**src/logic/fbs_pkg.sv**
```systemverilog
// constants, types and helpers shared by the fieldbus slave config/status block
package fbs_pkg;
   // ----------------------------------------------------------------
   // timing
   // ----------------------------------------------------------------
   localparam int CLK_PERIOD_NS = 100;
   localparam int SETTLE_NS = 100_000;
   localparam int SETTLE_CYC = (SETTLE_NS + CLK_PERIOD_NS - 1) / CLK_PERIOD_NS;
   localparam int TICKS_PER_US = 1000 / CLK_PERIOD_NS;
   // ----------------------------------------------------------------
   // switch decode
   // ----------------------------------------------------------------
   localparam logic [7:0] ADDR_MIN = 8'h03;
   localparam logic [7:0] ADDR_MAX = 8'hEF;
   localparam logic [3:0] ADDR_HI_RSVD = 4'hF;
   localparam logic [1:0] LEN_SEL_32 = 2'h1;
   localparam logic [1:0] LEN_SEL_48 = 2'h2;
   localparam logic [5:0] LEN_BYTES_32 = 6'h20;
   localparam logic [5:0] LEN_BYTES_48 = 6'h30;
   // ----------------------------------------------------------------
   // register map (byte addresses)
   // ----------------------------------------------------------------
   localparam logic [7:0] OFS_CFG = 8'h00;
   localparam logic [7:0] OFS_CTRL = 8'h04;
   localparam logic [7:0] OFS_STAT = 8'h08;
   localparam int CFG_ADDR_LSB = 0;
   localparam int CFG_LEN_LSB = 8;
   localparam int CFG_ADDR_OK_BIT = 16;
   localparam int CFG_LEN_OK_BIT = 17;
   localparam int CFG_DONE_BIT = 18;
   localparam int CFG_INVALID_BIT = 19;
   localparam int CTRL_JOIN_BIT = 0;
   localparam int CTRL_TCYC_LSB = 4;
   localparam logic [3:0] CTRL_TCYC_RST = 4'h3;
   localparam logic CTRL_JOIN_RST = 1'b1;
   localparam int STAT_LINK0_BIT = 0;
   localparam int STAT_LINK1_BIT = 1;
   localparam int STAT_ERR_BIT = 2;
   localparam int STAT_CONN_BIT = 3;
   localparam int STAT_JOIN_BIT = 4;
   // ----------------------------------------------------------------
   // transmission cycle codes: 0..2 = 250/500/750 us, 3..9 = 1.0..4.0 ms
   // ----------------------------------------------------------------
   localparam logic [3:0] TCYC_IDX_MAX = 4'h9;
   localparam logic [3:0] TCYC_IDX_MS = 4'h3;
   localparam logic [12:0] TCYC_STEP_SHORT = 13'h00FA;
   localparam logic [12:0] TCYC_BASE_MS = 13'h03E8;
   localparam logic [12:0] TCYC_STEP_MS = 13'h01F4;

   typedef enum logic [1:0] {
      FBS_CAP_SYNC = 2'b00,
      FBS_CAP_SETTLE = 2'b01,
      FBS_CAP_DONE = 2'b11
   } fbs_cap_st_t;

   function automatic logic [12:0] fbs_tcyc_us(input logic [3:0] idx);
      logic [12:0] i;
      i = {9'h000, idx};
      if (idx < TCYC_IDX_MS)
         return 13'((i + 13'h0001) * TCYC_STEP_SHORT);
      else
         return 13'(TCYC_BASE_MS + (i - 13'(TCYC_IDX_MS)) * TCYC_STEP_MS);
   endfunction

   function automatic logic fbs_addr_ok(input logic [7:0] a);
      return (a >= ADDR_MIN) && (a <= ADDR_MAX) && (a[7:4] != ADDR_HI_RSVD);
   endfunction
endpackage

```
**src/logic/fbs_cfg_if.sv**
```systemverilog
// latched power-up configuration passed from the capture unit to the top
`timescale 1ns/1ps
`default_nettype none
interface fbs_cfg_if;
   logic [7:0] sta_addr;
   logic [1:0] len_sel;
   logic [5:0] payload_bytes;
   logic addr_ok;
   logic len_ok;
   logic done;
   modport src (output sta_addr, len_sel, payload_bytes, addr_ok, len_ok, done);
   modport dst (input sta_addr, len_sel, payload_bytes, addr_ok, len_ok, done);
endinterface
`default_nettype wire

```
**src/logic/fbs_cfg_latch.sv**
```systemverilog
// one-shot capture and decode of the address and payload switches
`timescale 1ns/1ps
`default_nettype none
module fbs_cfg_latch (
   // clock and reset
   input wire logic clk,
   input wire logic rst_b,
   // switch pins
   input wire logic [3:0] addr_rotary_a,
   input wire logic [3:0] addr_rotary_b,
   input wire logic [1:0] payload_len_dip,
   // captured configuration
   fbs_cfg_if.src cfg
);
   localparam int CW = $clog2(fbs_pkg::SETTLE_CYC + 1);
   localparam logic [CW-1:0] SETTLE_LAST = CW'(fbs_pkg::SETTLE_CYC - 1);

   logic [9:0] s1_q;
   logic [9:0] s2_q;
   logic [9:0] hold_q;
   logic [CW-1:0] cnt_q;
   fbs_pkg::fbs_cap_st_t st_q;

   // ----------------------------------------------------------------
   // pin synchroniser
   // ----------------------------------------------------------------
   always_ff @(posedge clk or negedge rst_b)
   begin
      if (!rst_b)
      begin
         s1_q <= 10'h000;
         s2_q <= 10'h000;
      end
      else
      begin
         s1_q <= {addr_rotary_a, addr_rotary_b, payload_len_dip};
         s2_q <= s1_q;
      end
   end

   // ----------------------------------------------------------------
   // settle, then capture once; the counter restarts on any bounce
   // ----------------------------------------------------------------
   always_ff @(posedge clk or negedge rst_b)
   begin
      if (!rst_b)
      begin
         st_q <= fbs_pkg::FBS_CAP_SYNC;
         cnt_q <= '0;
         hold_q <= 10'h000;
      end
      else
      begin
         case (st_q)
            fbs_pkg::FBS_CAP_SYNC:
            begin
               hold_q <= s2_q;
               cnt_q <= '0;
               st_q <= fbs_pkg::FBS_CAP_SETTLE;
            end
            fbs_pkg::FBS_CAP_SETTLE:
            begin
               if (s2_q != hold_q)
               begin
                  hold_q <= s2_q;
                  cnt_q <= '0;
               end
               else if (cnt_q == SETTLE_LAST)
                  st_q <= fbs_pkg::FBS_CAP_DONE;
               else
                  cnt_q <= cnt_q + 1'b1;
            end
            fbs_pkg::FBS_CAP_DONE:
               st_q <= fbs_pkg::FBS_CAP_DONE;
            default:
               st_q <= fbs_pkg::FBS_CAP_SYNC;
         endcase
      end
   end

   // ----------------------------------------------------------------
   // decode at the capture edge only
   // ----------------------------------------------------------------
   always_ff @(posedge clk or negedge rst_b)
   begin
      if (!rst_b)
      begin
         cfg.sta_addr <= 8'h00;
         cfg.len_sel <= 2'h0;
         cfg.payload_bytes <= 6'h00;
         cfg.addr_ok <= 1'b0;
         cfg.len_ok <= 1'b0;
         cfg.done <= 1'b0;
      end
      else if (st_q == fbs_pkg::FBS_CAP_SETTLE && s2_q == hold_q && cnt_q == SETTLE_LAST)
      begin
         cfg.done <= 1'b1;
         cfg.sta_addr <= hold_q[9:2];
         cfg.addr_ok <= fbs_pkg::fbs_addr_ok(hold_q[9:2]);
         cfg.len_sel <= hold_q[1:0];
         cfg.len_ok <= (hold_q[1:0] == fbs_pkg::LEN_SEL_32)
                       || (hold_q[1:0] == fbs_pkg::LEN_SEL_48);
         case (hold_q[1:0])
            fbs_pkg::LEN_SEL_32: cfg.payload_bytes <= fbs_pkg::LEN_BYTES_32;
            fbs_pkg::LEN_SEL_48: cfg.payload_bytes <= fbs_pkg::LEN_BYTES_48;
            default: cfg.payload_bytes <= 6'h00;
         endcase
      end
   end

   // ----------------------------------------------------------------
   // checks
   // ----------------------------------------------------------------
   cfg_frozen_a: assert property (@(posedge clk) disable iff (!rst_b)
      $past(cfg.done) |-> ($stable(cfg.sta_addr) && $stable(cfg.len_sel) && cfg.done))
      else $error("configuration changed after capture");
   addr_range_a: assert property (@(posedge clk) disable iff (!rst_b)
      (cfg.done && (cfg.sta_addr < 8'h03 || cfg.sta_addr[7:4] == 4'hF)) |-> !cfg.addr_ok)
      else $error("reserved station address accepted");
   len_decode_a: assert property (@(posedge clk) disable iff (!rst_b)
      cfg.done |-> (cfg.len_ok == (cfg.len_sel[0] ^ cfg.len_sel[1]))
                   && (cfg.len_sel != 2'h2 || cfg.payload_bytes == 6'h30))
      else $error("payload length decode wrong");
endmodule
`default_nettype wire

```
**src/logic/fbs_slave_cfg.sv**
```systemverilog
// fieldbus slave configuration capture, indicators and APB register file
`timescale 1ns/1ps
`default_nettype none
module fbs_slave_cfg #(
   parameter int TICKS_PER_US = fbs_pkg::TICKS_PER_US
) (
   // clock and reset
   input wire logic clk,
   input wire logic rst_b,
   // apb slave
   input wire logic [7:0] paddr,
   input wire logic psel,
   input wire logic penable,
   input wire logic pwrite,
   input wire logic [31:0] pwdata,
   input wire logic [3:0] pstrb,
   output logic [31:0] prdata,
   output logic pready,
   output logic pslverr,
   // switch pins
   input wire logic [3:0] addr_rotary_a,
   input wire logic [3:0] addr_rotary_b,
   input wire logic [1:0] payload_len_dip,
   // link pins
   input wire logic pwr_ok,
   input wire logic [1:0] phy_link,
   // protocol engine, same clock
   input wire logic comm_err,
   input wire logic conn_up,
   // indicators
   output logic link_ind_port0,
   output logic link_ind_port1,
   output logic err_ind,
   output logic conn_ind,
   // configuration to the protocol engine
   output logic cfg_invalid,
   output logic join_allowed,
   output logic [7:0] station_addr,
   output logic [5:0] payload_bytes,
   output logic [12:0] tcyc_us,
   output logic cyc_tick
);
   fbs_cfg_if cfg ();

   logic [2:0] ls1_q;
   logic [2:0] ls2_q;
   logic join_en_q;
   logic [3:0] tcyc_idx_q;
   logic [16:0] tick_cnt_q;
   logic [16:0] period_last;
   logic wr_en;
   logic rd_setup;
   logic map_hit;
   logic err_clr;

   fbs_cfg_latch u_latch (
      .clk(clk),
      .rst_b(rst_b),
      .addr_rotary_a(addr_rotary_a),
      .addr_rotary_b(addr_rotary_b),
      .payload_len_dip(payload_len_dip),
      .cfg(cfg)
   );

   // ----------------------------------------------------------------
   // apb decode; zero wait states
   // ----------------------------------------------------------------
   assign map_hit = (paddr == fbs_pkg::OFS_CFG) || (paddr == fbs_pkg::OFS_CTRL)
                    || (paddr == fbs_pkg::OFS_STAT);
   assign pready = 1'b1;
   assign pslverr = psel && penable && !map_hit;
   assign wr_en = psel && penable && pwrite && map_hit;
   assign rd_setup = psel && !penable && !pwrite;
   assign err_clr = wr_en && (paddr == fbs_pkg::OFS_STAT) && pstrb[0]
                    && pwdata[fbs_pkg::STAT_ERR_BIT];

   // ----------------------------------------------------------------
   // pin synchroniser for power and phy link
   // ----------------------------------------------------------------
   always_ff @(posedge clk or negedge rst_b)
   begin
      if (!rst_b)
      begin
         ls1_q <= 3'h0;
         ls2_q <= 3'h0;
      end
      else
      begin
         ls1_q <= {pwr_ok, phy_link};
         ls2_q <= ls1_q;
      end
   end

   // ----------------------------------------------------------------
   // control register; an out-of-range cycle code leaves the old one
   // ----------------------------------------------------------------
   always_ff @(posedge clk or negedge rst_b)
   begin
      if (!rst_b)
      begin
         join_en_q <= fbs_pkg::CTRL_JOIN_RST;
         tcyc_idx_q <= fbs_pkg::CTRL_TCYC_RST;
      end
      else if (wr_en && paddr == fbs_pkg::OFS_CTRL && pstrb[0])
      begin
         join_en_q <= pwdata[fbs_pkg::CTRL_JOIN_BIT];
         if (pwdata[fbs_pkg::CTRL_TCYC_LSB +: 4] <= fbs_pkg::TCYC_IDX_MAX)
            tcyc_idx_q <= pwdata[fbs_pkg::CTRL_TCYC_LSB +: 4];
      end
   end

   // ----------------------------------------------------------------
   // indicators and configuration outputs
   // ----------------------------------------------------------------
   always_ff @(posedge clk or negedge rst_b)
   begin
      if (!rst_b)
      begin
         link_ind_port0 <= 1'b0;
         link_ind_port1 <= 1'b0;
         cfg_invalid <= 1'b0;
         join_allowed <= 1'b0;
         conn_ind <= 1'b0;
         station_addr <= 8'h00;
         payload_bytes <= 6'h00;
         tcyc_us <= 13'h0000;
      end
      else
      begin
         link_ind_port0 <= ls2_q[2] && ls2_q[0];
         link_ind_port1 <= ls2_q[2] && ls2_q[1];
         cfg_invalid <= cfg.done && !(cfg.addr_ok && cfg.len_ok);
         // join only once a sound setting has been captured
         join_allowed <= cfg.done && cfg.addr_ok && cfg.len_ok && join_en_q;
         conn_ind <= conn_up && join_allowed;
         station_addr <= cfg.sta_addr;
         payload_bytes <= cfg.payload_bytes;
         tcyc_us <= fbs_pkg::fbs_tcyc_us(tcyc_idx_q);
      end
   end

   // sticky until cleared; a new error in the clear cycle wins
   always_ff @(posedge clk or negedge rst_b)
   begin
      if (!rst_b)
         err_ind <= 1'b0;
      else if (comm_err)
         err_ind <= 1'b1;
      else if (err_clr)
         err_ind <= 1'b0;
   end

   // ----------------------------------------------------------------
   // transmission cycle timebase, only while joined
   // ----------------------------------------------------------------
   assign period_last = 17'(tcyc_us * 17'(TICKS_PER_US) - 17'h0_0001);

   always_ff @(posedge clk or negedge rst_b)
   begin
      if (!rst_b)
      begin
         tick_cnt_q <= 17'h0_0000;
         cyc_tick <= 1'b0;
      end
      else if (!join_allowed)
      begin
         tick_cnt_q <= 17'h0_0000;
         cyc_tick <= 1'b0;
      end
      else if (tick_cnt_q >= period_last)
      begin
         tick_cnt_q <= 17'h0_0000;
         cyc_tick <= 1'b1;
      end
      else
      begin
         tick_cnt_q <= tick_cnt_q + 17'h0_0001;
         cyc_tick <= 1'b0;
      end
   end

   // ----------------------------------------------------------------
   // read data, registered in the setup phase
   // ----------------------------------------------------------------
   always_ff @(posedge clk or negedge rst_b)
   begin
      if (!rst_b)
         prdata <= 32'h0000_0000;
      else if (rd_setup)
      begin
         prdata <= 32'h0000_0000;
         case (paddr)
            fbs_pkg::OFS_CFG:
            begin
               prdata[fbs_pkg::CFG_ADDR_LSB +: 8] <= cfg.sta_addr;
               prdata[fbs_pkg::CFG_LEN_LSB +: 6] <= cfg.payload_bytes;
               prdata[fbs_pkg::CFG_ADDR_OK_BIT] <= cfg.addr_ok;
               prdata[fbs_pkg::CFG_LEN_OK_BIT] <= cfg.len_ok;
               prdata[fbs_pkg::CFG_DONE_BIT] <= cfg.done;
               prdata[fbs_pkg::CFG_INVALID_BIT] <= cfg_invalid;
            end
            fbs_pkg::OFS_CTRL:
            begin
               prdata[fbs_pkg::CTRL_JOIN_BIT] <= join_en_q;
               prdata[fbs_pkg::CTRL_TCYC_LSB +: 4] <= tcyc_idx_q;
            end
            fbs_pkg::OFS_STAT:
            begin
               prdata[fbs_pkg::STAT_LINK0_BIT] <= link_ind_port0;
               prdata[fbs_pkg::STAT_LINK1_BIT] <= link_ind_port1;
               prdata[fbs_pkg::STAT_ERR_BIT] <= err_ind;
               prdata[fbs_pkg::STAT_CONN_BIT] <= conn_ind;
               prdata[fbs_pkg::STAT_JOIN_BIT] <= join_allowed;
            end
            default:
               prdata <= 32'h0000_0000;
         endcase
      end
   end

   // ----------------------------------------------------------------
   // checks
   // ----------------------------------------------------------------
   link_follows_pin_a: assert property (@(posedge clk) disable iff (!rst_b)
      (pwr_ok && phy_link[0]) [*4] |-> link_ind_port0)
      else $error("link indicator 0 not lit with power and link");
   link_needs_pwr_a: assert property (@(posedge clk) disable iff (!rst_b)
      (!pwr_ok) [*4] |-> (!link_ind_port0 && !link_ind_port1))
      else $error("link indicator lit without power");
   err_sets_a: assert property (@(posedge clk) disable iff (!rst_b)
      comm_err |=> err_ind)
      else $error("communication error not shown");
   err_holds_a: assert property (@(posedge clk) disable iff (!rst_b)
      (err_ind && !err_clr) |=> err_ind)
      else $error("error indicator dropped without clear");
   conn_follows_a: assert property (@(posedge clk) disable iff (!rst_b)
      (join_allowed && conn_up) |=> conn_ind)
      else $error("connection indicator not lit with connection");
   conn_drops_a: assert property (@(posedge clk) disable iff (!rst_b)
      !(join_allowed && conn_up) |=> !conn_ind)
      else $error("connection indicator lit without connection");
   invalid_blocks_a: assert property (@(posedge clk) disable iff (!rst_b)
      cfg_invalid |-> (!join_allowed && !conn_ind && !cyc_tick))
      else $error("joined with reserved configuration");
   tcyc_legal_a: assert property (@(posedge clk) disable iff (!rst_b)
      $changed(tcyc_us) |-> (tcyc_us == 13'h00FA || tcyc_us == 13'h01F4
         || tcyc_us == 13'h02EE || (tcyc_us >= 13'h03E8 && tcyc_us <= 13'h0FA0
         && (tcyc_us % 13'h01F4) == 13'h0000)))
      else $error("illegal transmission cycle");
   tick_gap_a: assert property (@(posedge clk) disable iff (!rst_b)
      (cyc_tick && tcyc_us == 13'h00FA && $stable(tcyc_us) && join_allowed)
         |=> (!cyc_tick) [*8])
      else $error("cycle tick too early");
   unmapped_err_a: assert property (@(posedge clk) disable iff (!rst_b)
      (psel && penable && paddr == 8'h0C) |-> pslverr)
      else $error("unmapped access not flagged");
endmodule
`default_nettype wire

```
**config.mk**
```make
export PLATFORM = sky130hd
export DESIGN_NAME = fbs_slave_cfg
export DESIGN_NICKNAME = d
export VERILOG_FILES = /design/src/logic/fbs_pkg.sv /design/src/logic/fbs_cfg_if.sv /design/src/logic/fbs_cfg_latch.sv /design/src/logic/fbs_slave_cfg.sv
export SDC_FILE = /design/constraint.sdc
export NUM_CORES = 1
export LEC_CHECK = 0
export ABC_AREA = 1
export BUFFER_PORTS_ARGS = -buffer_cell sky130_fd_sc_hd__buf_2
export CAP_MARGIN = 20
export CORE_MARGIN = 3
export CORE_UTILIZATION = 40
export DETAILED_ROUTE_END_ITERATION = 16
export SYNTH_ARGS = -nofsm -noshare
export SYNTH_HDL_FRONTEND = slang
export SYNTH_SLANG_ARGS = --single-unit
```
**constraint.sdc**
```tcl
create_clock -name clk -period 4.5 [get_ports clk]
set_clock_uncertainty 0.1 [all_clocks]
set_input_delay 0.45 -clock clk [delete_from_list [all_inputs] [get_ports clk]]
set_output_delay 0.45 -clock clk [all_outputs]
set_load 0.02 [all_outputs]
```
==> run metrics, run 1 <==
Gate Count Post-Synth 1,088; global-route wire length before repair 32,100 um; type of the worst setup path flop to flop; headroom to the max-slew limit 45.6%; worst min-delay path category input port to async pin; sinks on the clock net 124; number of global-route vias before repair 6,680; area of the placeable core 0.0212 mm^2; most used flip-flop cell after synthesis sky130_fd_sc_hd__dfrtp_1; largest net degree at the start of global routing 63; critical path startpoint category flop; antenna violations before repair 1; Slew Limit Fails 0; DRC violation total after the first TritonRoute iteration 347; final critical-path share of the clock period 94.9%; final worst hold slack -3.53 ps; grt peak-use layer met2; violations in the final reports negative hold slack; num rows 53; Worst-Margin Slew 815 ps; maximum resistive drop on vdd 276 uV; utilization after layout 47.4%; crit path from tcyc_idx_q[0]$_DFFE_PN1P_; Final Total Pwr 0.00350 W; post-detailed-route DRC marker count 0; deepest clock path buffer count 2; Detailed Routing Iterations Pass 1 4; synth top area cells sky130_fd_sc_hd__dfrtp_1 (35%), sky130_fd_sc_hd__ha_1 (13%), sky130_fd_sc_hd__nand2_1 (12%); Die ar. 0.0235 mm^2; number of filler instances in the final layout 2,093; clk_lat worst skew 420 ps; area growth from synthesis to layout 15.8%; required time at the worst-slack endpoint 4690 ps; area taken by flip-flops and latches 0.00311 mm^2; global route total overflow 0; Yosys Warn Count 0; most common library cells after synthesis sky130_fd_sc_hd__nand2_1 (284), sky130_fd_sc_hd__inv_1 (160), sky130_fd_sc_hd__dfrtp_1 (121); final worst path period need 4270 ps; chip height 153 um; Routability Congestion 0.824; CTS Hold Buffers Added 0; number of setup violations in the final report 0; diodes inserted 0; Seq/Total Area, Yosys 35.9%; met3 capacity usage during global routing 3.34%; r2r setup slk 230 ps; largest area contributor in the netlist sky130_fd_sc_hd__dfrtp_1; Worst Path Arrival 4460 ps; outcome finished, violations left; critical path capture point type flop; Cell variety after synth 47; top-level I/O count 132; least setup slack across all paths after layout 231 ps; maximum capacitance violations 0; highest net fanout along the worst path 5; cts bufs inserted 17; post-detailed-placement half-perimeter wirelength 14,700 um; EDFF count, synth 0; clock slew at the register clock pins of the worst setup and hold paths 60 ps; GR met2 Demand/Resource 26.7%; launching point of the worst reg2reg path tcyc_idx_q[0]$_DFFE_PN1P_; highest clock frequency the design can meet 234 MHz; share of Yosys cell area claimed by the top area cell type 35.0%; routed vias 7,002; TritonCTS clock tree done; Power per Cell Area 349 mW/mm^2; starting density of the core 40.9%; post-detailed-routing wire length 18,900 um; share of post-route cells with drive strength above 1 14.3%; port buffer count 78; met1 capacity usage during global routing 23.1%; depth of the most critical reg-to-reg path 22; final routed wire length divided by cell count 12.8 um; worst r2r dst tcyc_us[12]$_DFF_PN0_; overall track demand over capacity in global routing 16.7%; post-placement worst setup slack 116 ps; Routed Antenna Nets 0; register bit total from synthesis 124; # nets final 1,370; average cell area after synthesis 7.96 um^2; die width 153 um; Avg Vias per Cell 4.72; most frequent cell after synthesis sky130_fd_sc_hd__nand2_1; multi-input combinational cell area 0.00484 mm^2; Post-Synthesis Cell Area 0.00866 mm^2; clock tree root driver cell sky130_fd_sc_hd__clkbuf_16; Fin. Hold Viols 4; htree depth 4; leakage power summed over all cells 5.36 nW; share of flip-flops with an asynchronous set or reset after synthesis 100%; worst setup path endpoint tcyc_us[12]$_DFF_PN0_
[per-layer routing]
layer / part of all wire (%) / wire length (um) / vias to the layer above
met4: 1.4 / 263 / 2
met3: 4.0 / 748 / 19
met2: 45 / 8530 / 116
li1: - / - / 3645
met1: 50 / 9370 / 3220
met5: 0.069 / 13 / -
[worst min path at each step]
stage	endpoint
floorplan	cfg_invalid$_DFF_PN0_
global placement	ls2_q[1]$_DFF_PN0_
detailed placement	u_latch.s2_q[7]$_DFF_PN0_
CTS	u_latch.s1_q[1]$_DFF_PN0_
global route	ls1_q[1]$_DFF_PN0_
finish	tick_cnt_q[12]$_DFF_PN0_
[area by class of cell]
cell class	instances	area share [%]
multi-input cells	786	48.2
clock buffers	19	4.32
flip-flops and latches	124	31.0
repair buffers	103	5.79
clock inverters	13	1.11
inverters	163	6.13
well taps	275	3.43
[worst max-delay path, cell delays in order, from the launching register on]
cell	delay, ps
sky130_fd_sc_hd__dfstp_2	560
sky130_fd_sc_hd__inv_1	90
sky130_fd_sc_hd__ha_4	290
sky130_fd_sc_hd__inv_1	70
sky130_fd_sc_hd__fa_1	480
sky130_fd_sc_hd__ha_1	330
sky130_fd_sc_hd__fa_1	530
sky130_fd_sc_hd__inv_1	50
sky130_fd_sc_hd__fa_1	500
sky130_fd_sc_hd__inv_1	70
sky130_fd_sc_hd__ha_4	260
sky130_fd_sc_hd__nand2_1	60
sky130_fd_sc_hd__nand2_1	60
sky130_fd_sc_hd__nand2_1	50
sky130_fd_sc_hd__nand2_1	60
sky130_fd_sc_hd__a21oi_2	140
sky130_fd_sc_hd__inv_1	50
sky130_fd_sc_hd__nand2_1	50
sky130_fd_sc_hd__nand2_1	80
sky130_fd_sc_hd__inv_1	60
sky130_fd_sc_hd__nand2_1	50
sky130_fd_sc_hd__nand3_1	70
sky130_fd_sc_hd__nand2_1	60
[kinds of logic (layout without fill, tap and decap cells)]
group / count (synthesis) / after routing / synth area share (%)
other: 2 / 24 / 0.0867
xor gates and xnor gates: 39 / 39 / 3.94
AOI/OAI and AO/OA: 105 / 105 / 6.90
adders and majority gates: 111 / 111 / 17.9
and+or+nand+nor: 506 / 506 / 25.2
muxes: 1 / 1 / 0.130
buffers and inverters: 200 / 298 / 10.1
DFF: 124 / 124 / 35.9
[cells in the final DEF (no fill, tap or decap), drive strengths merged, types with 5 or more instances in the layout]
cell type  count
nand2        287
inv          168
dfrtp        121
buf          103
ha            90
nor2          87
nand3         72
o21ai         48
a21oi         35
xor2          28
nand4         25
conb          24
fa            21
clkbuf        19
nor3          14
xnor2         11
or2           10
a2bb2oi        6
nor4           5
clkinv         5
[flip-flops by register name, summed over array words and instances (netlist names), 2 cells and up]
name                  count
ls1_q                     3
tcyc_idx_q                4
ls2_q                     3
u_latch.s1_q             10
prdata                   13
tcyc_us                  12
u_latch.hold_q           10
u_latch.cnt_q            10
u_latch.st_q              2
u_latch.s2_q             10
u_latch.cfg.sta_addr      8
payload_bytes             2
tick_cnt_q               17
station_addr              8
[timing repair]
item                       in CTS  in global routing
gates resized for setup         0                 11
setup endpoints to repair       0                 14
buffers inserted                0                  3
[per-stage QoR]
step | cells | setup TNS (ps) | instance area (um^2) | hold slack [ps]
3_3_place_gp | 1448 | 0 | 9420 | 233
4_1_cts | 1480 | 0 | 9960 | 14.4
2_1_floorplan | 1110 | 0 | 8760 | 54.4
5_1_grt | 1483 | -26.3 | 10000 | 8.66
3_5_place_dp | 1448 | 0 | 9420 | 235
6_report | 1483 | 0 | 10000 | -3.53
[power breakdown]
| part | switching [W] | internal, W | leakage [nW] |
|---|---|---|---|
| logic | 0.000664 | 0.000381 | 3.53 |
| clock network | 0.000549 | 0.000718 | 0.259 |
| registers | 0.0000332 | 0.00116 | 1.57 |
Power figures use the tool's default switching activity.
==> run 2: changes to the inputs <==
--- a/config.mk
+++ b/config.mk
@@ -7,10 +7,10 @@
 export LEC_CHECK = 0
 export ABC_AREA = 1
 export BUFFER_PORTS_ARGS = -buffer_cell sky130_fd_sc_hd__buf_2
-export CAP_MARGIN = 20
 export CORE_MARGIN = 3
 export CORE_UTILIZATION = 40
 export DETAILED_ROUTE_END_ITERATION = 16
+export RECOVER_POWER = 25
 export SYNTH_ARGS = -nofsm -noshare
 export SYNTH_HDL_FRONTEND = slang
 export SYNTH_SLANG_ARGS = --single-unit
==> run 2 against run 1 <==
Effect of this change:
- the run ends with max-capacitance violations, max-slew violations left
- critical path depth is the same
- via count grew 0.17%
- fmax is essentially flat
- largest cell class unchanged
- highest routed layer unchanged
- critical path type unchanged
==> run metrics, run 2 (synthesis gave the netlist of run 1 again) <==
outcome finished, violations left; violations in the final reports max-capacitance violations, max-slew violations; depth of the most critical reg-to-reg path 22; Worst Path Arrival 4460 ps; area of the placeable core 0.0212 mm^2; sw frac 35.6%; Non-Filler Cell Area, Final 0.0100 mm^2; number of global-route vias before repair 6,680; final critical-path share of the clock period 94.9%; commonest non-fill, non-tap cells in the layout sky130_fd_sc_hd__nand2_1 (282), sky130_fd_sc_hd__inv_1 (161), sky130_fd_sc_hd__dfrtp_1 (121), sky130_fd_sc_hd__ha_1 (88), sky130_fd_sc_hd__nor2_1 (82); critical path startpoint category flop; overall track demand over capacity in global routing 16.7%; worst r2r dst tcyc_us[12]$_DFF_PN0_; Power per Cell Area 350 mW/mm^2; largest net degree at the start of global routing 63; Detailed Routing Iterations Pass 1 5; Seq pwr share 34.0%; port buffer count 78; starting density of the core 40.9%; number of setup violations in the final report 0; diodes inserted 0; Pint 0.00226 W; critical path capture point type flop; num rows 53; share of total power in the clock network 36.2%; clock tree root driver cell sky130_fd_sc_hd__clkbuf_16; final worst path period need 4270 ps; post-placement worst setup slack 116 ps; highest net fanout along the worst path 5; TritonCTS clock tree done; Die ar. 0.0235 mm^2; Fin. Hold Viols 0; headroom to the max-slew limit -126%; leading cell type in the layout, fill and taps excluded sky130_fd_sc_hd__nand2_1; top-level I/O count 132; DRC violation total after the first TritonRoute iteration 343; area growth from synthesis to layout 15.7%; Hold Crit Endpoint ls1_q[0]$_DFF_PN0_; area after detailed placement 0.00942 mm^2; clock slew at the register clock pins of the worst setup and hold paths 60 ps; Worst-Margin Slew 3390 ps; cts bufs inserted 17; deepest clock path buffer count 2; r2r setup slk 230 ps; most flop-heavy register tick_cnt_q; leakage power summed over all cells 5.36 nW; maximum resistive drop on vdd 276 uV; final routed wire length divided by cell count 12.8 um; Routed Antenna Nets 0; global-route wire length before repair 32,100 um; type of the worst setup path flop to flop; Routability Congestion 0.824; post-detailed-routing wire length 19,000 um; registers with the most flip-flops tick_cnt_q: 17 flops, prdata: 13 flops, tcyc_us: 12 flops; highest clock frequency the design can meet 234 MHz; global route total overflow 0; share of post-route cells with drive strength above 1 14.2%; antenna violations before repair 1; worst min-delay path category input port to flop; maximum capacitance violations 1; sinks on the clock net 124; clk_lat worst skew 420 ps; die width 153 um; cell depth of the worst hold path 1; Slew Limit Fails 63; required time at the worst-slack endpoint 4690 ps; Switch Pwr 0.00125 W; launching point of the worst reg2reg path tcyc_idx_q[0]$_DFFE_PN1P_; post-detailed-route DRC marker count 0; post-detailed-placement half-perimeter wirelength 14,700 um; htree depth 4; least setup slack across all paths after layout 229 ps; chip height 153 um; Min-Delay Startpoint phy_link[0]; number of flip-flops in the largest register 17; fraction of power consumed by combinational cells 29.8%; # nets final 1,370; routed vias 7,014; crit path from tcyc_idx_q[0]$_DFFE_PN1P_; CTS Hold Buffers Added 0; Avg Vias per Cell 4.73
run 2: worst max-delay path by stage:
stage | to | slack (ps) | cells after the start
6_report | tcyc_us[12]$_DFF_PN0_ | 230 | 22
5_1_grt | cyc_tick$_DFF_PN0_ | -20 | 22
4_1_cts | tcyc_us[12]$_DFF_PN0_ | 100 | 23
3_5_place_dp | tcyc_us[12]$_DFF_PN0_ | 120 | 23
3_3_place_gp | tcyc_us[12]$_DFF_PN0_ | 160 | 23
2_1_floorplan | tcyc_us[11]$_DFF_PN0_ | 20 | 20
run 2: power by group through the flow:
stage          Sequential [W]  Combinational, W  Clock [W]
3_3_place_gp          0.00121           0.00102          0
3_5_place_dp          0.00121           0.00104          0
2_1_floorplan         0.00123          0.000782          0
5_1_grt               0.00120           0.00122    0.00135
4_1_cts               0.00119           0.00105    0.00130
6_report              0.00119           0.00104    0.00127
run 2: stage by stage:
stage / hold WS, ps / instances / setup TNS, ps / power [W] / utilization (%)
6_report: 31.3 / 1483 / 0 / 0.00351 / 47.4
5_1_grt: 8.66 / 1483 / -26.3 / 0.00377 / 47.4
4_1_cts: 14.4 / 1480 / 0 / 0.00354 / 47.1
3_5_place_dp: 235 / 1448 / 0 / 0.00225 / 44.5
3_3_place_gp: 233 / 1448 / 0 / 0.00223 / 44.5
2_1_floorplan: 54.4 / 1110 / 0 / 0.00202 / -
run 2: critical path, stage by stage (launching register included):
cell and delay (ps):
sky130_fd_sc_hd__dfstp_2 560, sky130_fd_sc_hd__inv_1 90, sky130_fd_sc_hd__ha_4 290, sky130_fd_sc_hd__inv_1 70, sky130_fd_sc_hd__fa_1 480, sky130_fd_sc_hd__ha_1 330
sky130_fd_sc_hd__fa_1 530, sky130_fd_sc_hd__inv_1 50, sky130_fd_sc_hd__fa_1 500, sky130_fd_sc_hd__inv_1 70, sky130_fd_sc_hd__ha_4 260, sky130_fd_sc_hd__nand2_1 60
sky130_fd_sc_hd__nand2_1 60, sky130_fd_sc_hd__nand2_1 60, sky130_fd_sc_hd__nand2_1 60, sky130_fd_sc_hd__a21oi_2 140, sky130_fd_sc_hd__inv_1 50, sky130_fd_sc_hd__nand2_1 50
sky130_fd_sc_hd__nand2_1 80, sky130_fd_sc_hd__inv_1 60, sky130_fd_sc_hd__nand2_1 50, sky130_fd_sc_hd__nand3_1 70, sky130_fd_sc_hd__nand2_1 60
run 2: area by class of cell:
cell class	instances	area, um^2
Clock buffer	19	433
Clock inverter	13	111
Fill cell	2095	11100
Inverter	163	614
Multi-Input combinational cell	786	4840
Sequential cell	124	3110
Tap cell	275	344
Timing Repair Buffer	103	577
run 2: routing by layer:
layer,vias up,part of all wire (%),GRT usage [%]
met5,-,0.069,0
met4,2,1.3,4.79
met3,16,3.7,3.34
met2,114,45,26.7
met1,3237,50,23.1
li1,3645,-,-
run 2: what timing repair did:
item,CTS,global route
buffers inserted,0,3
resized for setup,0,11
endpoints found under the setup margin,0,14
hold endpoints to repair,0,0
==> run 3: changes to the inputs <==
--- a/config.mk
+++ b/config.mk
@@ -6,9 +6,9 @@
 export NUM_CORES = 1
 export LEC_CHECK = 0
 export ABC_AREA = 1
-export BUFFER_PORTS_ARGS = -buffer_cell sky130_fd_sc_hd__buf_2
+export BUFFER_PORTS_ARGS = -buffer_cell sky130_fd_sc_hd__buf_4
 export CORE_MARGIN = 3
-export CORE_UTILIZATION = 40
+export CORE_UTILIZATION = 31
 export DETAILED_ROUTE_END_ITERATION = 16
 export RECOVER_POWER = 25
 export SYNTH_ARGS = -nofsm -noshare
==> run 3 against run 2 <==
Effect of this change:
- largest cell class unchanged
- first-iteration DRC count is 5.8% higher
- cell count is 6.1% higher
- sequential share of layout area shrank 0.89 points
- via count down 0.40%
- routed wire length rose by 1.9%
- die area up 28%
- combinational power up 4%
- the run still ends with max-capacitance violations, max-slew violations left
- critical path depth shrank 3
- global-route usage is 3.5 points lower
==> run metrics, run 3 (synthesis gave the netlist of run 1 again) <==
outcome finished, violations left; violations in the final reports max-capacitance violations, max-slew violations; port buffer count 78; Final Total Pwr 0.00354 W; number of global-route vias before repair 6,629; global route total overflow 0; least setup slack across all paths after layout 224 ps; cts bufs inserted 17; headroom to the max-slew limit -3.98%; post-detailed-placement half-perimeter wirelength 15,200 um; setup TNS 0 ps; deepest clock path buffer count 2; DRC violation total after the first TritonRoute iteration 363; highest clock frequency the design can meet 234 MHz; clock tree root driver cell sky130_fd_sc_hd__clkbuf_16; critical path startpoint category flop; Detailed Routing Iterations Pass 1 5; Routability Congestion 0.853; Pint 0.00228 W; # nets final 1,364; chip height 173 um; htree depth 4; antenna violations before repair 0; unrepaired setup endpoints after global routing true; utilization after layout 38.0%; registers with the most flip-flops tick_cnt_q: 17 flops, prdata: 13 flops, tcyc_us: 12 flops; largest net degree at the start of global routing 57; required time at the worst-slack endpoint 4690 ps; Switch Pwr 0.00126 W; type of the worst setup path flop to flop; final critical-path share of the clock period 95.0%; clk_lat worst skew 410 ps; overall track demand over capacity in global routing 13.2%; most flop-heavy register tick_cnt_q; commonest non-fill, non-tap cells in the layout sky130_fd_sc_hd__nand2_1 (281), sky130_fd_sc_hd__inv_1 (156), sky130_fd_sc_hd__dfrtp_1 (120), sky130_fd_sc_hd__ha_1 (87), sky130_fd_sc_hd__nor2_1 (82); Routed Antenna Nets 0; Power per Cell Area 343 mW/mm^2; area growth from synthesis to layout 19.2%; critical path capture point type flop; Seq pwr share 33.7%; num rows 60; top-level I/O count 132; global-route wire length before repair 32,700 um; final worst hold slack 57.9 ps; worst min-delay path category input port to flop; number of flip-flops in the largest register 17; maximum resistive drop on vdd 260 uV; share of total power in the clock network 35.9%; highest net fanout along the worst path 6; post-detailed-routing wire length 19,300 um; leakage power summed over all cells 5.38 nW; Worst Path Arrival 4460 ps; fraction of power consumed by combinational cells 30.4%; post-placement worst setup slack 35.3 ps; Worst-Margin Slew 1560 ps; final worst path period need 4280 ps; share of post-route cells with drive strength above 1 14.6%; routed vias 6,986; leading cell type in the layout, fill and taps excluded sky130_fd_sc_hd__nand2_1; Slew Limit Fails 30; post-detailed-route DRC marker count 0; Die ar. 0.0300 mm^2; TritonCTS clock tree done; Fin. Hold Viols 0; die width 173 um; final routed wire length divided by cell count 12.3 um; Avg Vias per Cell 4.44; number of filler instances in the final layout 2,832; maximum capacitance violations 1; starting density of the core 31.9%; area of the placeable core 0.0272 mm^2; clock slew at the register clock pins of the worst setup and hold paths 60 ps; sw frac 35.6%; diodes inserted 0; sinks on the clock net 124; number of setup violations in the final report 0
run 3: power by group through the flow:
stage / logic [W] / registers (W) / clock network, W
final: 0.00108 / 0.00119 / 0.00127
after global routing: 0.00126 / 0.00120 / 0.00137
after CTS: 0.00107 / 0.00119 / 0.00131
after detailed placement: 0.00106 / 0.00121 / 0
after global placement: 0.00104 / 0.00121 / 0
after floorplan: 0.000782 / 0.00123 / 0
run 3: area by class of cell:
cell class	instances	area, um^2	area share, %
Multi-Input combinational cell	786	4860	47.1
Tap cell	372	465	4.51
Sequential cell	124	3110	30.1
Clock buffer	17	425	4.12
Timing Repair Buffer	97	723	7.01
Inverter	163	614	5.95
Clock inverter	15	121	1.18
run 3: metrics by stage:
| stage | instance area (um^2) | std cells |
|---|---|---|
| floorplan | 8760 | 1110 |
| global placement | 9680 | 1538 |
| detailed placement | 9680 | 1538 |
| CTS | 10200 | 1571 |
| global route | 10300 | 1574 |
| finish | 10300 | 1574 |
run 3: worst max-delay path, stage by stage, from the launching register on:
cell                      delay, ps
sky130_fd_sc_hd__dfstp_2        580
sky130_fd_sc_hd__inv_2           60
sky130_fd_sc_hd__ha_4           300
sky130_fd_sc_hd__inv_1           80
sky130_fd_sc_hd__fa_1           480
sky130_fd_sc_hd__ha_1           330
sky130_fd_sc_hd__fa_1           540
sky130_fd_sc_hd__inv_1           50
sky130_fd_sc_hd__fa_1           490
sky130_fd_sc_hd__inv_1           60
sky130_fd_sc_hd__ha_4           280
sky130_fd_sc_hd__nand2_1         70
sky130_fd_sc_hd__inv_1           80
sky130_fd_sc_hd__nand4_1        120
sky130_fd_sc_hd__nand3_1        140
sky130_fd_sc_hd__nand2_1         60
sky130_fd_sc_hd__nand2_1         80
sky130_fd_sc_hd__nor2_1          50
sky130_fd_sc_hd__nor2_1         120
sky130_fd_sc_hd__o21ai_2         70
run 3: worst paths after layout:
check                                           from                         to  slack [ps]  depth (start not counted)
setup / recovery           tcyc_idx_q[0]$_DFFE_PN1P_      tcyc_us[11]$_DFF_PN0_         220                         19
hold / removal                           phy_link[0]         ls1_q[0]$_DFF_PN0_          60                          1
setup reg to reg           tcyc_idx_q[0]$_DFFE_PN1P_      tcyc_us[11]$_DFF_PN0_         220                         19
hold reg to reg                   ls1_q[0]$_DFF_PN0_         ls2_q[0]$_DFF_PN0_         250                          0
max in group asynchronous                      rst_b  tcyc_idx_q[3]$_DFFE_PN0P_        1920                          3
min in group asynchronous                      rst_b      prdata[3]$_DFFE_PN0P_         860                          2
run 3: metal layers:
| metal | global-route usage, % | share of wire [%] | up-vias | wire length (um) |
|---|---|---|---|---|
| li1 | - | - | 3640 | - |
| met1 | 18.2 | 50 | 3212 | 9600 |
| met2 | 21.1 | 46 | 121 | 8790 |
| met3 | 2.57 | 3.6 | 13 | 700 |
| met4 | 3.99 | 1.1 | 0 | 219 |
| met5 | 0 | 0 | - | 0 |
run 3: timing repair:
action / CTS / global route
hold endpoints to repair: 27 / 0
buffers inserted: 0 / 3
hold buffers: 1 / 0
resized for setup: 0 / 22
setup endpoints to repair: 0 / 5
